$ cat config.mk
export PLATFORM = sky130hd
export DESIGN_NAME = freq_prot
export DESIGN_NICKNAME = d
export VERILOG_FILES = /design/src/hdl/freq_prot_pkg.sv /design/src/hdl/freq_stage.sv /design/src/hdl/freq_prot.sv
export VERILOG_INCLUDE_DIRS = /design/src /design/src/hdl
export SDC_FILE = /design/constraint.sdc
export NUM_CORES = 2
export LEC_CHECK = 0
export ABC_AREA = 0
export BUFFER_PORTS_ARGS = -buffer_cell sky130_fd_sc_hd__buf_2
export CORE_MARGIN = 8
export CORE_UTILIZATION = 40
export CTS_CLUSTER_DIAMETER = 120
export DETAILED_ROUTE_END_ITERATION = 16
export PLACE_DENSITY_LB_ADDON = 0.15
export SETUP_SLACK_MARGIN = 0.1
export SYNTH_ARGS = -nofsm -noshare
export SYNTH_HDL_FRONTEND = slang
export SYNTH_SLANG_ARGS = --single-unit
$ cat constraint.sdc
create_clock -name i_clk_sys -period 5.1 [get_ports i_clk_sys]
set_clock_uncertainty 0.1 [all_clocks]
set_input_delay 0.765 -clock i_clk_sys [delete_from_list [all_inputs] [get_ports i_clk_sys]]
set_output_delay 0.765 -clock i_clk_sys [all_outputs]
set_load 0.01 [all_outputs]
$ cat src/hdl/freq_prot_map.svh
// Constants for the four-stage frequency supervision block
`ifndef FREQ_PROT_MAP_SVH
`define FREQ_PROT_MAP_SVH
`define FP_STAGES 4
`define FP_FREQ_W 16
`define FP_VOLT_W 16
`define FP_TIME_W 32
`define FP_QUAL_COUNT 3'h5
`define FP_HYST_MHZ 16'h0014
`define FP_RANGE_LO_MHZ 16'h61A8
`define FP_RANGE_HI_MHZ 16'hFFFF
`define FP_RANGE_HI_FULL_MHZ 17'h11170
`define FP_VMIN_PCT 8'h41
`define FP_PCT_FULL 8'h64
`define FP_MODE_OFF 2'h0
`define FP_MODE_TRIP 2'h1
`define FP_MODE_ALARM 2'h2
`define FP_CLK_HZ 40000000
`define FP_PERIOD_NS 25
`endif

$ cat src/hdl/freq_prot_pkg.sv
// Types for the four-stage frequency supervision block
package freq_prot_pkg;
    typedef enum logic [1:0] {
        stage_off,
        stage_trip,
        stage_alarm
    } stage_mode_t;
    typedef struct packed {
        stage_mode_t mode;
        logic [15:0] threshold_mhz;
        logic [31:0] delay_cycles;
    } stage_cfg_t;
    typedef struct packed {
        logic [15:0] u12;
        logic [15:0] u23;
        logic [15:0] u31;
    } volt_set_t;
endpackage

$ cat src/hdl/freq_stage.sv
// One frequency stage: qualifier, dropout counter, delay timer, command hold
`timescale 1ns/1ps
`include "freq_prot_map.svh"
module freq_stage
    import freq_prot_pkg::*;
#(
    parameter int TIME_W = `FP_TIME_W
) (
    input wire logic i_clk_sys,
    input wire logic i_rst_n,
    input wire stage_cfg_t i_cfg,
    input wire logic [15:0] i_rated_mhz,
    input wire logic [15:0] i_freq_mhz,
    input wire logic i_eval,
    input wire logic i_force_drop,
    input wire logic [TIME_W-1:0] i_min_cmd_cycles,
    output logic o_pickup,
    output logic o_trip_signal,
    output logic o_trip_cmd
);
    logic is_over;
    logic active;
    logic beyond;
    logic inside_drop;
    logic [2:0] cnt;
    logic [TIME_W-1:0] timer;
    logic [TIME_W-1:0] hold;
    logic [16:0] drop_level;
    logic drop_now;

    // Direction follows threshold vs rated, equal means inactive
    assign is_over = i_cfg.threshold_mhz > i_rated_mhz;
    assign active = (i_cfg.mode != stage_off) && (i_cfg.threshold_mhz != i_rated_mhz);
    assign beyond = is_over ? (i_freq_mhz > i_cfg.threshold_mhz)
                            : (i_freq_mhz < i_cfg.threshold_mhz);
    // Dropout level offset by hysteresis, below for over, above for
    assign drop_level = is_over ? ({1'b0, i_cfg.threshold_mhz} - {1'b0, `FP_HYST_MHZ})
                                : ({1'b0, i_cfg.threshold_mhz} + {1'b0, `FP_HYST_MHZ});
    assign inside_drop = is_over ? ({1'b0, i_freq_mhz} < drop_level)
                                 : ({1'b0, i_freq_mhz} > drop_level);
    // Every cause that clears pickup at this edge, so the trip signal ends with it
    assign drop_now = i_force_drop || !active
                      || (i_eval && o_pickup && inside_drop && cnt == `FP_QUAL_COUNT - 3'h1);

    // Five consecutive agreeing measurements for pickup and dropout
    always_ff @(posedge i_clk_sys or negedge i_rst_n) begin
        if (!i_rst_n) begin
            cnt <= 3'h0;
            o_pickup <= 1'b0;
        end else if (i_force_drop || !active) begin
            cnt <= 3'h0; // Immediate dropout, no requalification
            o_pickup <= 1'b0;
        end else if (i_eval) begin
            if (!o_pickup) begin
                cnt <= beyond ? cnt + 3'h1 : 3'h0;
                if (beyond && cnt == `FP_QUAL_COUNT - 3'h1) begin
                    o_pickup <= 1'b1;
                    cnt <= 3'h0;
                end
            end else begin
                cnt <= inside_drop ? cnt + 3'h1 : 3'h0;
                if (inside_drop && cnt == `FP_QUAL_COUNT - 3'h1) begin
                    o_pickup <= 1'b0;
                    cnt <= 3'h0;
                end
            end
        end
    end

    // Delay timer started by pickup; trip signal ends at dropout
    always_ff @(posedge i_clk_sys or negedge i_rst_n) begin
        if (!i_rst_n) begin
            timer <= '0;
            o_trip_signal <= 1'b0;
        end else if (!o_pickup || drop_now) begin
            timer <= '0;
            o_trip_signal <= 1'b0;
        end else if (timer >= i_cfg.delay_cycles[TIME_W-1:0]) begin
            o_trip_signal <= (i_cfg.mode == stage_trip); // Alarm-only never trips
        end else begin
            timer <= timer + 1'b1;
        end
    end

    // Command held for the device-wide minimum duration
    always_ff @(posedge i_clk_sys or negedge i_rst_n) begin
        if (!i_rst_n) begin
            hold <= '0;
            o_trip_cmd <= 1'b0;
        end else if (o_trip_signal) begin
            hold <= '0;
            o_trip_cmd <= 1'b1;
        end else if (o_trip_cmd && hold + 1'b1 < i_min_cmd_cycles) begin
            hold <= hold + 1'b1;
        end else begin
            o_trip_cmd <= 1'b0;
            hold <= '0;
        end
    end

    chk_alarm_no_trip: assert property (@(posedge i_clk_sys) disable iff (!i_rst_n)
        (i_cfg.mode != stage_trip) |=> !o_trip_signal)
        else $error("trip signal in alarm-only or off mode");
    chk_equal_inactive: assert property (@(posedge i_clk_sys) disable iff (!i_rst_n)
        (i_cfg.threshold_mhz == i_rated_mhz) |=> !o_pickup)
        else $error("stage with rated threshold picked up");
    chk_force_drop: assert property (@(posedge i_clk_sys) disable iff (!i_rst_n)
        i_force_drop |=> !o_pickup && !o_trip_signal)
        else $error("forced dropout not immediate");
    chk_pickup_qual: assert property (@(posedge i_clk_sys) disable iff (!i_rst_n)
        $rose(o_pickup) |-> $past(i_eval) && $past(cnt) == 3'h4)
        else $error("pickup without five measurements");
    chk_trip_needs_pu: assert property (@(posedge i_clk_sys) disable iff (!i_rst_n)
        o_trip_signal |-> o_pickup)
        else $error("trip signal without pickup");
    chk_cmd_follows: assert property (@(posedge i_clk_sys) disable iff (!i_rst_n)
        o_trip_signal |=> o_trip_cmd)
        else $error("trip command not asserted");
endmodule // freq_stage

$ cat src/hdl/freq_prot.sv
// Four-stage frequency supervision top level
// Notes on behaviour
// - Four stages, own threshold, delay, direction
// - Threshold above rated is over, below under
// - Threshold equal to rated never picks up
// - Measure on largest phase-to-phase voltage
// - No measurement below 65 percent nominal
// - Flag undervoltage block when all low
// - Voltage loss after pickup drops stage
// - Discard results followed by sign reversal
// - Dropout offset twenty millihertz inside threshold
// - Pickup after five beyond-threshold half-period samples
// - Outside 25 to 70 Hz all drop
// - Resume only when voltage also in range
// - Voltage switched off drops immediately
// - Ready at once when voltage appears
// - Pickup starts timer, expiry gives trip
// - Dropout after five absent-condition measurements
// - Trip ends at dropout, command held minimum
// - Per-stage block acts immediately
// - Global block disables all stages
// - Mode off, trip, or alarm only
`timescale 1ns/1ps
`include "freq_prot_map.svh"
module freq_prot
    import freq_prot_pkg::*;
#(
    parameter int STAGES = `FP_STAGES,
    parameter int TIME_W = `FP_TIME_W
) (
    input wire logic i_clk_sys,
    input wire logic i_rst_n,
    input wire logic [15:0] i_rated_mhz,
    input wire logic [15:0] i_nominal_volt,
    input wire volt_set_t i_volt,
    input wire logic [15:0] i_freq_mhz,
    input wire logic i_freq_valid,
    input wire stage_cfg_t [STAGES-1:0] i_stage_cfg,
    input wire logic [TIME_W-1:0] i_min_cmd_cycles,
    input wire logic [STAGES-1:0] i_block_stage,
    input wire logic i_block_all,
    output logic [STAGES-1:0] o_pickup,
    output logic [STAGES-1:0] o_trip_signal,
    output logic [STAGES-1:0] o_trip_cmd,
    output logic o_freq_undervoltage_blocked,
    output logic o_measuring
);
    ////////////////////////////////////////////////////////////////////////////
    // Input synchronisers for the binary blocking inputs
    logic [STAGES:0] blk_meta;
    logic [STAGES:0] blk_sync;

    // Blocking inputs come from pins, so they are synchronised first
    always_ff @(posedge i_clk_sys or negedge i_rst_n) begin
        if (!i_rst_n) begin
            blk_meta <= '0;
            blk_sync <= '0;
        end else begin
            blk_meta <= {i_block_all, i_block_stage};
            blk_sync <= blk_meta;
        end
    end

    ////////////////////////////////////////////////////////////////////////////
    // Voltage selection and supervision
    function automatic logic [15:0] max3(input logic [15:0] a, input logic [15:0] b,
                                         input logic [15:0] c);
        logic [15:0] m;
        m = (a > b) ? a : b;
        max3 = (m > c) ? m : c;
    endfunction

    function automatic logic below_min(input logic [15:0] v, input logic [15:0] nom);
        below_min = ({8'h00, v} * {16'h0000, `FP_PCT_FULL})
                    < ({8'h00, nom} * {16'h0000, `FP_VMIN_PCT});
    endfunction

    logic [15:0] vsel;
    logic volt_low;
    logic all_low;
    logic freq_in_range;

    assign vsel = max3(i_volt.u12, i_volt.u23, i_volt.u31); // Automatic pick
    assign volt_low = below_min(vsel, i_nominal_volt);
    assign all_low = below_min(i_volt.u12, i_nominal_volt) && below_min(i_volt.u23, i_nominal_volt)
                     && below_min(i_volt.u31, i_nominal_volt);
    // 70 Hz does not fit the word, so the upper check is done at 17 bits
    assign freq_in_range = (i_freq_mhz >= `FP_RANGE_LO_MHZ)
                           && ({1'b0, i_freq_mhz} <= `FP_RANGE_HI_FULL_MHZ);

    // Undervoltage indication registered straight to the port
    always_ff @(posedge i_clk_sys or negedge i_rst_n) begin
        if (!i_rst_n) begin
            o_freq_undervoltage_blocked <= 1'b0;
        end else begin
            o_freq_undervoltage_blocked <= all_low;
        end
    end

    ////////////////////////////////////////////////////////////////////////////
    // Phase-jump filter on the sign of the frequency change
    logic [15:0] last_freq;
    logic [1:0] last_sign;
    logic [1:0] cur_sign;
    logic have_last;
    logic [15:0] held_freq;
    logic held_ok;
    logic eval_pulse;
    logic sign_flip;

    assign cur_sign = (i_freq_mhz > last_freq) ? 2'h1 : (i_freq_mhz < last_freq) ? 2'h2 : 2'h0;
    assign sign_flip = have_last && (cur_sign != 2'h0) && (last_sign != 2'h0)
                       && (cur_sign != last_sign);

    // One sample delay so a result can be thrown out when the next reverses
    always_ff @(posedge i_clk_sys or negedge i_rst_n) begin
        if (!i_rst_n) begin
            last_freq <= 16'h0000;
            last_sign <= 2'h0;
            have_last <= 1'b0;
            held_freq <= 16'h0000;
            held_ok <= 1'b0;
            eval_pulse <= 1'b0;
        end else begin
            eval_pulse <= 1'b0;
            if (volt_low) begin
                have_last <= 1'b0; // Fresh start when voltage returns
                held_ok <= 1'b0;
                last_sign <= 2'h0;
            end else if (i_freq_valid) begin // Only on valid strobes
                last_freq <= i_freq_mhz;
                last_sign <= cur_sign;
                have_last <= 1'b1;
                held_freq <= last_freq; // Prior sample waits for the verdict on this one
                held_ok <= freq_in_range;
                // Previous sample released only if not followed by a reversal
                eval_pulse <= have_last && !sign_flip && held_ok;
            end
        end
    end

    ////////////////////////////////////////////////////////////////////////////
    // Measurement status and dropout causes
    logic force_common;
    logic [15:0] eval_freq;

    // Stored value feeds stages; it lags the strobe by one half period
    assign eval_freq = held_freq;
    assign force_common = volt_low || blk_sync[STAGES]
                          || (i_freq_valid && !freq_in_range);

    // Measuring only with voltage and frequency both in range
    always_ff @(posedge i_clk_sys or negedge i_rst_n) begin
        if (!i_rst_n) begin
            o_measuring <= 1'b0;
        end else if (volt_low || (i_freq_valid && !freq_in_range)) begin
            o_measuring <= 1'b0;
        end else if (i_freq_valid) begin
            o_measuring <= 1'b1;
        end
    end

    ////////////////////////////////////////////////////////////////////////////
    // The four stages
    logic [STAGES-1:0] pu_w;
    logic [STAGES-1:0] ts_w;
    logic [STAGES-1:0] tc_w;

    genvar g;
    generate
        for (g = 0; g < STAGES; g++) begin : g_stage
            // Independent threshold, delay and mode per stage
            freq_stage #(
                .TIME_W(TIME_W)
            ) u_stage (
                .i_clk_sys(i_clk_sys),
                .i_rst_n(i_rst_n),
                .i_cfg(i_stage_cfg[g]),
                .i_rated_mhz(i_rated_mhz),
                .i_freq_mhz(eval_freq),
                .i_eval(eval_pulse && o_measuring),
                .i_force_drop(force_common || blk_sync[g]),
                .i_min_cmd_cycles(i_min_cmd_cycles),
                .o_pickup(pu_w[g]),
                .o_trip_signal(ts_w[g]),
                .o_trip_cmd(tc_w[g])
            );
        end
    endgenerate

    // Stage outputs pass through one more register to the ports
    always_ff @(posedge i_clk_sys or negedge i_rst_n) begin
        if (!i_rst_n) begin
            o_pickup <= '0;
            o_trip_signal <= '0;
            o_trip_cmd <= '0;
        end else begin
            o_pickup <= pu_w;
            o_trip_signal <= ts_w;
            o_trip_cmd <= tc_w;
        end
    end

    ////////////////////////////////////////////////////////////////////////////
    // Checks
    chk_global_block: assert property (@(posedge i_clk_sys) disable iff (!i_rst_n)
        blk_sync[STAGES] |=> ##1 (o_pickup == '0))
        else $error("global block did not drop stages");
    chk_volt_drop: assert property (@(posedge i_clk_sys) disable iff (!i_rst_n)
        volt_low |=> ##1 (o_pickup == '0) && (o_trip_signal == '0))
        else $error("voltage loss did not drop stages");
    chk_range_drop: assert property (@(posedge i_clk_sys) disable iff (!i_rst_n)
        (i_freq_valid && !freq_in_range) |=> ##1 (o_pickup == '0))
        else $error("out of range frequency kept pickup");
    chk_uv_flag: assert property (@(posedge i_clk_sys) disable iff (!i_rst_n)
        all_low |=> o_freq_undervoltage_blocked)
        else $error("undervoltage flag missing");
    chk_no_eval_low: assert property (@(posedge i_clk_sys) disable iff (!i_rst_n)
        volt_low |=> !eval_pulse && !o_measuring)
        else $error("evaluation while voltage below minimum");
    chk_flip_discard: assert property (@(posedge i_clk_sys) disable iff (!i_rst_n)
        (i_freq_valid && sign_flip) |=> !eval_pulse)
        else $error("sample before sign reversal not discarded");
    chk_eval_strobe: assert property (@(posedge i_clk_sys) disable iff (!i_rst_n)
        eval_pulse |-> $past(i_freq_valid))
        else $error("evaluation without strobe");
    chk_stage_block: assert property (@(posedge i_clk_sys) disable iff (!i_rst_n)
        blk_sync[0] |=> ##1 !o_pickup[0])
        else $error("stage block not immediate");
endmodule // freq_prot

-- After elaboration in Yosys (flattened, before gate mapping)
Index checks and enable logic that the tools add are counted.
- register bits after elaboration: 341
- output and inout bits: 14
- word-level logic and storage cells: 311
- add/subtract/negate cells: 20
- multiply operators: 5
- order comparisons: 38
- equality and inequality tests: 21
- multiplexer cells: 105
- bitwise logic cells: 1
- reduce and logical (&&, ||, !) cells: 84
- operator list (operator ; count):
    2-to-1 mux 32 bit ; 16
    adder 32 x 1 -> 32 bit (second input constant) ; 8
    > comparator 16 bit ; 11
    >= comparator 32 bit ; 4
    less-than comparator 32 bit ; 4
    less-than comparator 23 bit ; 4
    multiplier 16 x 5 -> 21 bit (second input constant) ; 4
    2-to-1 mux 3 bit ; 28
    less-than comparator 16 bit ; 5
    adder 16 x 5 -> 17 bit (second input constant) ; 4
    > comparator 16 x 17 -> 1 bit ; 4
    less-than comparator 16 x 17 -> 1 bit ; 4
    2-to-1 mux 17 bit ; 4
    subtractor 16 x 5 -> 17 bit (second input constant) ; 4
    != test 16 bit ; 4
    2-to-1 mux 1 bit ; 51
    logical AND 1 bit ; 38
    2-to-1 mux 16 bit ; 2
    nonzero test 2 bit ; 16
    multiplier 16 x 7 -> 23 bit (second input constant) ; 1
    logical OR 1 bit ; 19
    less-or-equal comparator 16 x 17 -> 1 bit (second input constant) ; 1
    >= comparator 16 x 15 -> 1 bit (second input constant) ; 1
    != test 2 x 1 -> 1 bit (second input constant) ; 8
    other kinds (8) ; 29

-- Depth between registers and ports, before layout
- depth in word-level cells: 13
- depth in mapped cells: 47

-- Hierarchy
Synthesis repeated with hierarchy kept, for this count alone.
- cells, all modules: 4749
- area, all modules: 40436.3 µm²
- modules (own cells, without submodules) (module ; times used ; cells an instance ; area each (µm²) ; sequential area each (µm²)):
    freq_stage (g_stage[2].u_stage ...) ; 2 ; 848 ; 7110.6 ; 1751.7
    freq_prot ; 1 ; 1398 ; 12184.2 ; 1526.5
    freq_stage (g_stage[1].u_stage) ; 1 ; 825 ; 7033.0 ; 1751.7
    freq_stage (g_stage[0].u_stage) ; 1 ; 830 ; 6998.0 ; 1751.7

-- Worst setup path before layout
OpenSTA, ideal clock, no wires.
- path kind: input port to flip-flop
- start point: input port i_volt[17] (netlist bit)
- end point: register g_stage[3].u_stage.o_trip_signal
- setup time: 0.101 ns
- data arrival time: 9.532 ns
- slack: -4.632 ns
- cell stages on the path: 43
- buffers on the path: 6
- cell sequence: inv_1 -> ha_1 -> nor2b_1 -> o211ai_1 -> a2111oi_0 -> a211oi_1 -> a21oi_2 -> clkbuf_1 -> clkbuf_1 -> nand2_1 -> o21ai_0 -> ha_1 -> a21o_1 -> a21o_1 -> a211oi_1 -> a21boi_1 -> clkbuf_1 -> clkbuf_1 -> [7 not listed] -> nor2b_1 -> o21ai_0 -> a21boi_0 -> nor4_1 -> o31ai_1 -> o41ai_1 -> o2111ai_1 -> a21oi_1 -> xnor2_1 -> ha_1 -> and4_1 -> nand4_1 -> or4_1 -> o31ai_4 -> o211ai_1 -> clkbuf_1 -> buf_2 -> nor4_1
- word-level cells in the longest chain between the ends: 13
- RTL lines (what ; line ; text):
    start, declared ; freq_prot.sv:35 ; input wire volt_set_t i_volt,
    > comparator 16 bit ; freq_prot.sv:69 ; m = (a > b) ? a : b;
    2-to-1 mux 16 bit * ; freq_prot.sv:69 ;
    > comparator 16 bit ; freq_prot.sv:70 ; max3 = (m > c) ? m : c;
    2-to-1 mux 16 bit * ; freq_prot.sv:70 ;
    multiplier 16 x 5 -> 21 bit * ; freq_prot.sv:74 ; below_min = ({8'h00, v} * {16'h0000, `FP_PCT_FULL})
    less-than comparator 23 bit * ; freq_prot.sv:74 ;
    logical OR 1 bit * ; freq_prot.sv:149 ; assign force_common = volt_low || blk_sync[STAGES]
    logical OR 1 bit * ; freq_prot.sv:150 ; || (i_freq_valid && !freq_in_range);
    logical OR 1 bit * ; freq_prot.sv:182 ; .i_force_drop(force_common || blk_sync[g]),
    logical OR 1 bit * (2 in a row) ; freq_stage.sv:42 ; assign drop_now = i_force_drop || !active
    logical OR 1 bit * ; freq_stage.sv:75 ; end else if (!o_pickup || drop_now) begin
    2-to-1 mux 1 bit / nonzero test 2 bit (equally long branches) ; - ;
    end signal, assigned ; freq_stage.sv:79 ; o_trip_signal <= (i_cfg.mode == stage_trip);
    end, declared ; freq_stage.sv:18 ; output logic o_trip_signal,
Every way passes the cells marked *; elsewhere a longest branch is shown, timed or not.
A chain may end at the register's enable or synchronous reset.

-- Worst setup path after layout
- start point: input port i_volt[30] (netlist bit)
- end point: register g_stage[2].u_stage.o_trip_signal
- word-level cells in the longest chain between the ends: 13
- RTL lines (what ; line):
    > comparator 16 bit ; freq_prot.sv:69
    2-to-1 mux 16 bit * ; freq_prot.sv:69
    > comparator 16 bit ; freq_prot.sv:70
    2-to-1 mux 16 bit * ; freq_prot.sv:70
    multiplier 16 x 5 -> 21 bit * ; freq_prot.sv:74
    less-than comparator 23 bit * ; freq_prot.sv:74
    logical OR 1 bit * ; freq_prot.sv:149
    logical OR 1 bit * ; freq_prot.sv:150
    logical OR 1 bit * ; freq_prot.sv:182
    logical OR 1 bit * (2 in a row) ; freq_stage.sv:42
    logical OR 1 bit * ; freq_stage.sv:75
    2-to-1 mux 1 bit / nonzero test 2 bit (equally long branches) ; -
    end signal, assigned ; freq_stage.sv:79
    end, declared ; freq_stage.sv:18
Marks and branches as above.

==> metrics.txt <==
sequential element share of the synthesized area=0.2165; Max-cap violations=0; number of vias in the routed layout=around 36k; most instantiated cells after synthesis=sky130_fd_sc_hd__ha_1 (866), sky130_fd_sc_hd__inv_1 (580), sky130_fd_sc_hd__dfrtp_1 (341); final total negative setup slack=-614.69 ns; Die X-Extent=329.9 µm; Data required, critical path=5.51 ns; Max-Slew Margin vs Limit=0.09637; number of nets at the end of the flow=6728; core area=0.09799 mm²; design internal power=~0.010 W; DRC Markers=0; CTS H-tree lvls=2; peak per-stage delay on the critical path=0.52 ns; routed length per instance=between 15 and 20 µm; sw frac=0.4052; final weighted congestion in routability-driven placement=0.9268; final worst hold slack=0.02153 ns; pin slew with the least headroom to its limit=about 1.4 ns; post-route setup slack=-3.400 ns; input/output buffers=about 350; Clk Latency, worst-skew pair=0.61 ns; unrepaired setup endpoints after global routing=true; proportion of power drawn by flip-flops and latches=0.190; maximum clock frequency=117.7 MHz; Fin. Hold Viols=0; gr ovfl total=0; post-detailed-routing wire length=around 130 mm; largest net degree at the start of global routing=108; fin crit share=1.667; min-delay worst type=in -> async; Warnings, synthesis=0; remaining number of nets flagged by the antenna check after routing=0; mean area per synthesized cell=8.685 µm²; clock-pin slew on the worst setup and hold paths=approximately 0.050 ns; DRT iter0 DRCs=2011; area share of the largest cell type after synthesis=0.2749; async set or reset register ratio after synthesis=1.000; start point of the critical path=i_volt[30]; library cell used as clock root buffer=sky130_fd_sc_hd__clkbuf_16; number of flops mapped to enable cells by yosys=0; Total GRT Usage=0.2237; violations in the final reports=negative setup slack; endpoint type of the worst setup path=register; leading cell types by total area after synthesis=sky130_fd_sc_hd__ha_1 (27%), sky130_fd_sc_hd__dfrtp_1 (22%), sky130_fd_sc_hd__inv_1 (5.5%), sky130_fd_sc_hd__xnor2_1 (4.9%), sky130_fd_sc_hd__xor2_1 (3.0%); via count of the first global-routing pass=about 36k; vias per inst=5.351; largest buffer count on any clock path=3; number of synthesized register bits=341; launch point of the worst reg-to-reg path=g_stage[3].u_stage.hold[0]; peak fanout along the critical path=8; count of filler cells inserted in the layout=9181; Worst Setup Slack post-DPL=-4.426 ns; Max stage delay cell, worst path=sky130_fd_sc_hd__or4_4; placed wire-length estimate=99.95 mm; Post-Layout Inst Area=0.05172 mm²; Leakage Power=26.62 nW; outcome=complete, but fails checks; number of pins with negative max-slew slack in the final report=0; placed instance area=0.04750 mm²; arrival time reported for the critical path endpoint=8.91 ns; I/O pin count=between 300 and 400; share of layout cells above drive strength 1=0.2591; TritonCTS buffer count=47; clock tree from TritonCTS=done; non-filler cells in the finished layout=6803; largest voltage drop on the vdd net=0.3085 mV; cell area power density=336.1 mW/mm²; crit path time final=~8.5 ns; Psw=0.007044 W; category of the worst setup path launch point=input pin; most repeated cell in the gate-level netlist after synthesis=sky130_fd_sc_hd__ha_1; count of hold-fix buffers inserted at cts=0; Unique masters post-synth=96; net count after synthesis=5789; Placement Rows=about 120; height of the die=about 330 µm; effective utilization at floorplan=0.4023; combinational fraction of design power=0.621; r2r worst-path depth=17; most common flop cell mapped by yosys=sky130_fd_sc_hd__dfrtp_1; die area=around 0.11 mm²; share of total power in the clock network=0.189; number of iterations in the first detailed-routing pass=5; number of antenna violations at the first check in global routing=6; Yosys top cell by area=sky130_fd_sc_hd__ha_1; post-synthesis cell area=0.03942 mm²; Sink Count=341; final setup violation count=187; placed cell count=between 6k and 7k; Post-Syn Instances=4539; wire length of the first global-routing pass=approximately 200 mm; Critical Path Most Common Cell=sky130_fd_sc_hd__ha_4; area growth from synthesis to layout=31.21%; worst setup path class=in -> reg
power groups by stage:
stage	clock network (W)	registers (W)	logic [W]
floorplan	0	0.00309	0.00592
global placement	0	0.00335	0.00908
detailed placement	0	0.00335	0.00921
CTS	0.00342	0.00330	0.0104
global route	0.00351	0.00332	0.0120
finish	0.00329	0.00330	0.0108
final cells by class:
class,instances,area (µm²),share of cell area
Multi-Input combinational cell,3521,30660,0.5928
Clock buffer,69,1359,0.02627
Sequential cell,341,8533,0.1650
Clock inverter,13,192.7,0.003725
Inverter,581,2193,0.04240
Antenna cell,5,12.51,0.0002419
Timing Repair Buffer,986,7159,0.1384
Tap cell,1287,1610,0.03113
per-layer routing:
layer	global-route usage	share of wire	up-vias
met1	0.3046	0.47	17290
met4	0.07215	0.033	2
li1	-	-	18172
met2	0.3658	0.45	765
met5	0	0.00010	-
met3	0.02920	0.048	175
through the flow:
| stage | util | total power (W) |
|---|---|---|
| after global routing | 0.5277 | 0.01884 |
| after global placement | 0.4848 | 0.01243 |
| after floorplan | - | 0.009006 |
| after detailed placement | 0.4848 | 0.01255 |
| after CTS | 0.5176 | 0.01715 |
| final | 0.5279 | 0.01739 |
final timing paths:
| kind | to | slack (ns) |
|---|---|---|
| worst max-delay path | g_stage[2].u_stage.o_trip_signal | -3.40 |
| worst min-delay path | g_stage[1].u_stage.timer[15] | 0.02 |
| worst max register to register | g_stage[3].u_stage.hold[11] | 0.64 |
| worst min register to register | blk_sync[3] | 0.25 |
| max in group asynchronous | eval_freq[13] | 3.70 |
| min in group i_clk_sys | blk_meta[0] | 0.15 |
state kept, by name, indices dropped and copies added, names as in the netlist:
signal	count
g_stage.u_stage.o_pickup	4
o_freq_undervoltage_blocked	1
last_freq	16
g_stage.u_stage.timer	128
o_measuring	1
g_stage.u_stage.o_trip_signal	4
held_ok	1
blk_meta	5
eval_pulse	1
g_stage.u_stage.o_trip_cmd	4
g_stage.u_stage.hold	128
o_trip_signal	4
last_sign	2
have_last	1
o_pickup	4
o_trip_cmd	4
blk_sync	5
eval_freq	16
g_stage.u_stage.cnt	12
what timing repair did:
action | 4_1_cts | 5_1_grt
setup buffers | 45 | 17
pin swaps | 79 | 56
resized for setup | 211 | 143
gates cloned | 14 | 2
endpoints found under the setup margin | 187 | 187
critical path, delay by kind of cell:
family	cells	cell delay [ns]
AO/OA/AOI/OAI	16	2.53
AND/OR/NAND/NOR	9	1.83
adder cells (fa/ha/maj)	7	1.81
buffers and inverters	11	1.65
XOR/XNOR	2	0.27
placed cells by master, fill, tap and decap left out, drive strengths merged, types with 14 or more instances in the layout:
cell type    n
o2111ai     18
nand3      176
xnor2      219
buf        984
or2         16
nor4       107
o21bai      23
or4         14
inv        582
nor3b       72
nor2b      105
and2        25
a211oi      41
a21o       144
o211ai      39
clkbuf      71
or3         20
and3        74
ha         866
xor2       135
mux2        33
a31oi       19
nand4      138
and4        31
nor2       170
nor3       160
dfrtp      341
o31ai       15
o21ai      169
nand2b      26
fa          48
a21oi      235
o21a        36
nand2      216
cells by family after synthesis:
kind of cell	Yosys count	synth area share
xor gates and xnor gates	354	0.07865
AOI/OAI and AO/OA	835	0.1378
buffers and inverters	677	0.06507
muxes	46	0.01273
adders and majority gates	914	0.2992
DFF	341	0.2165
and+or+nand+nor	1372	0.1901
No activity file was read; power rests on OpenSTA's default activity.
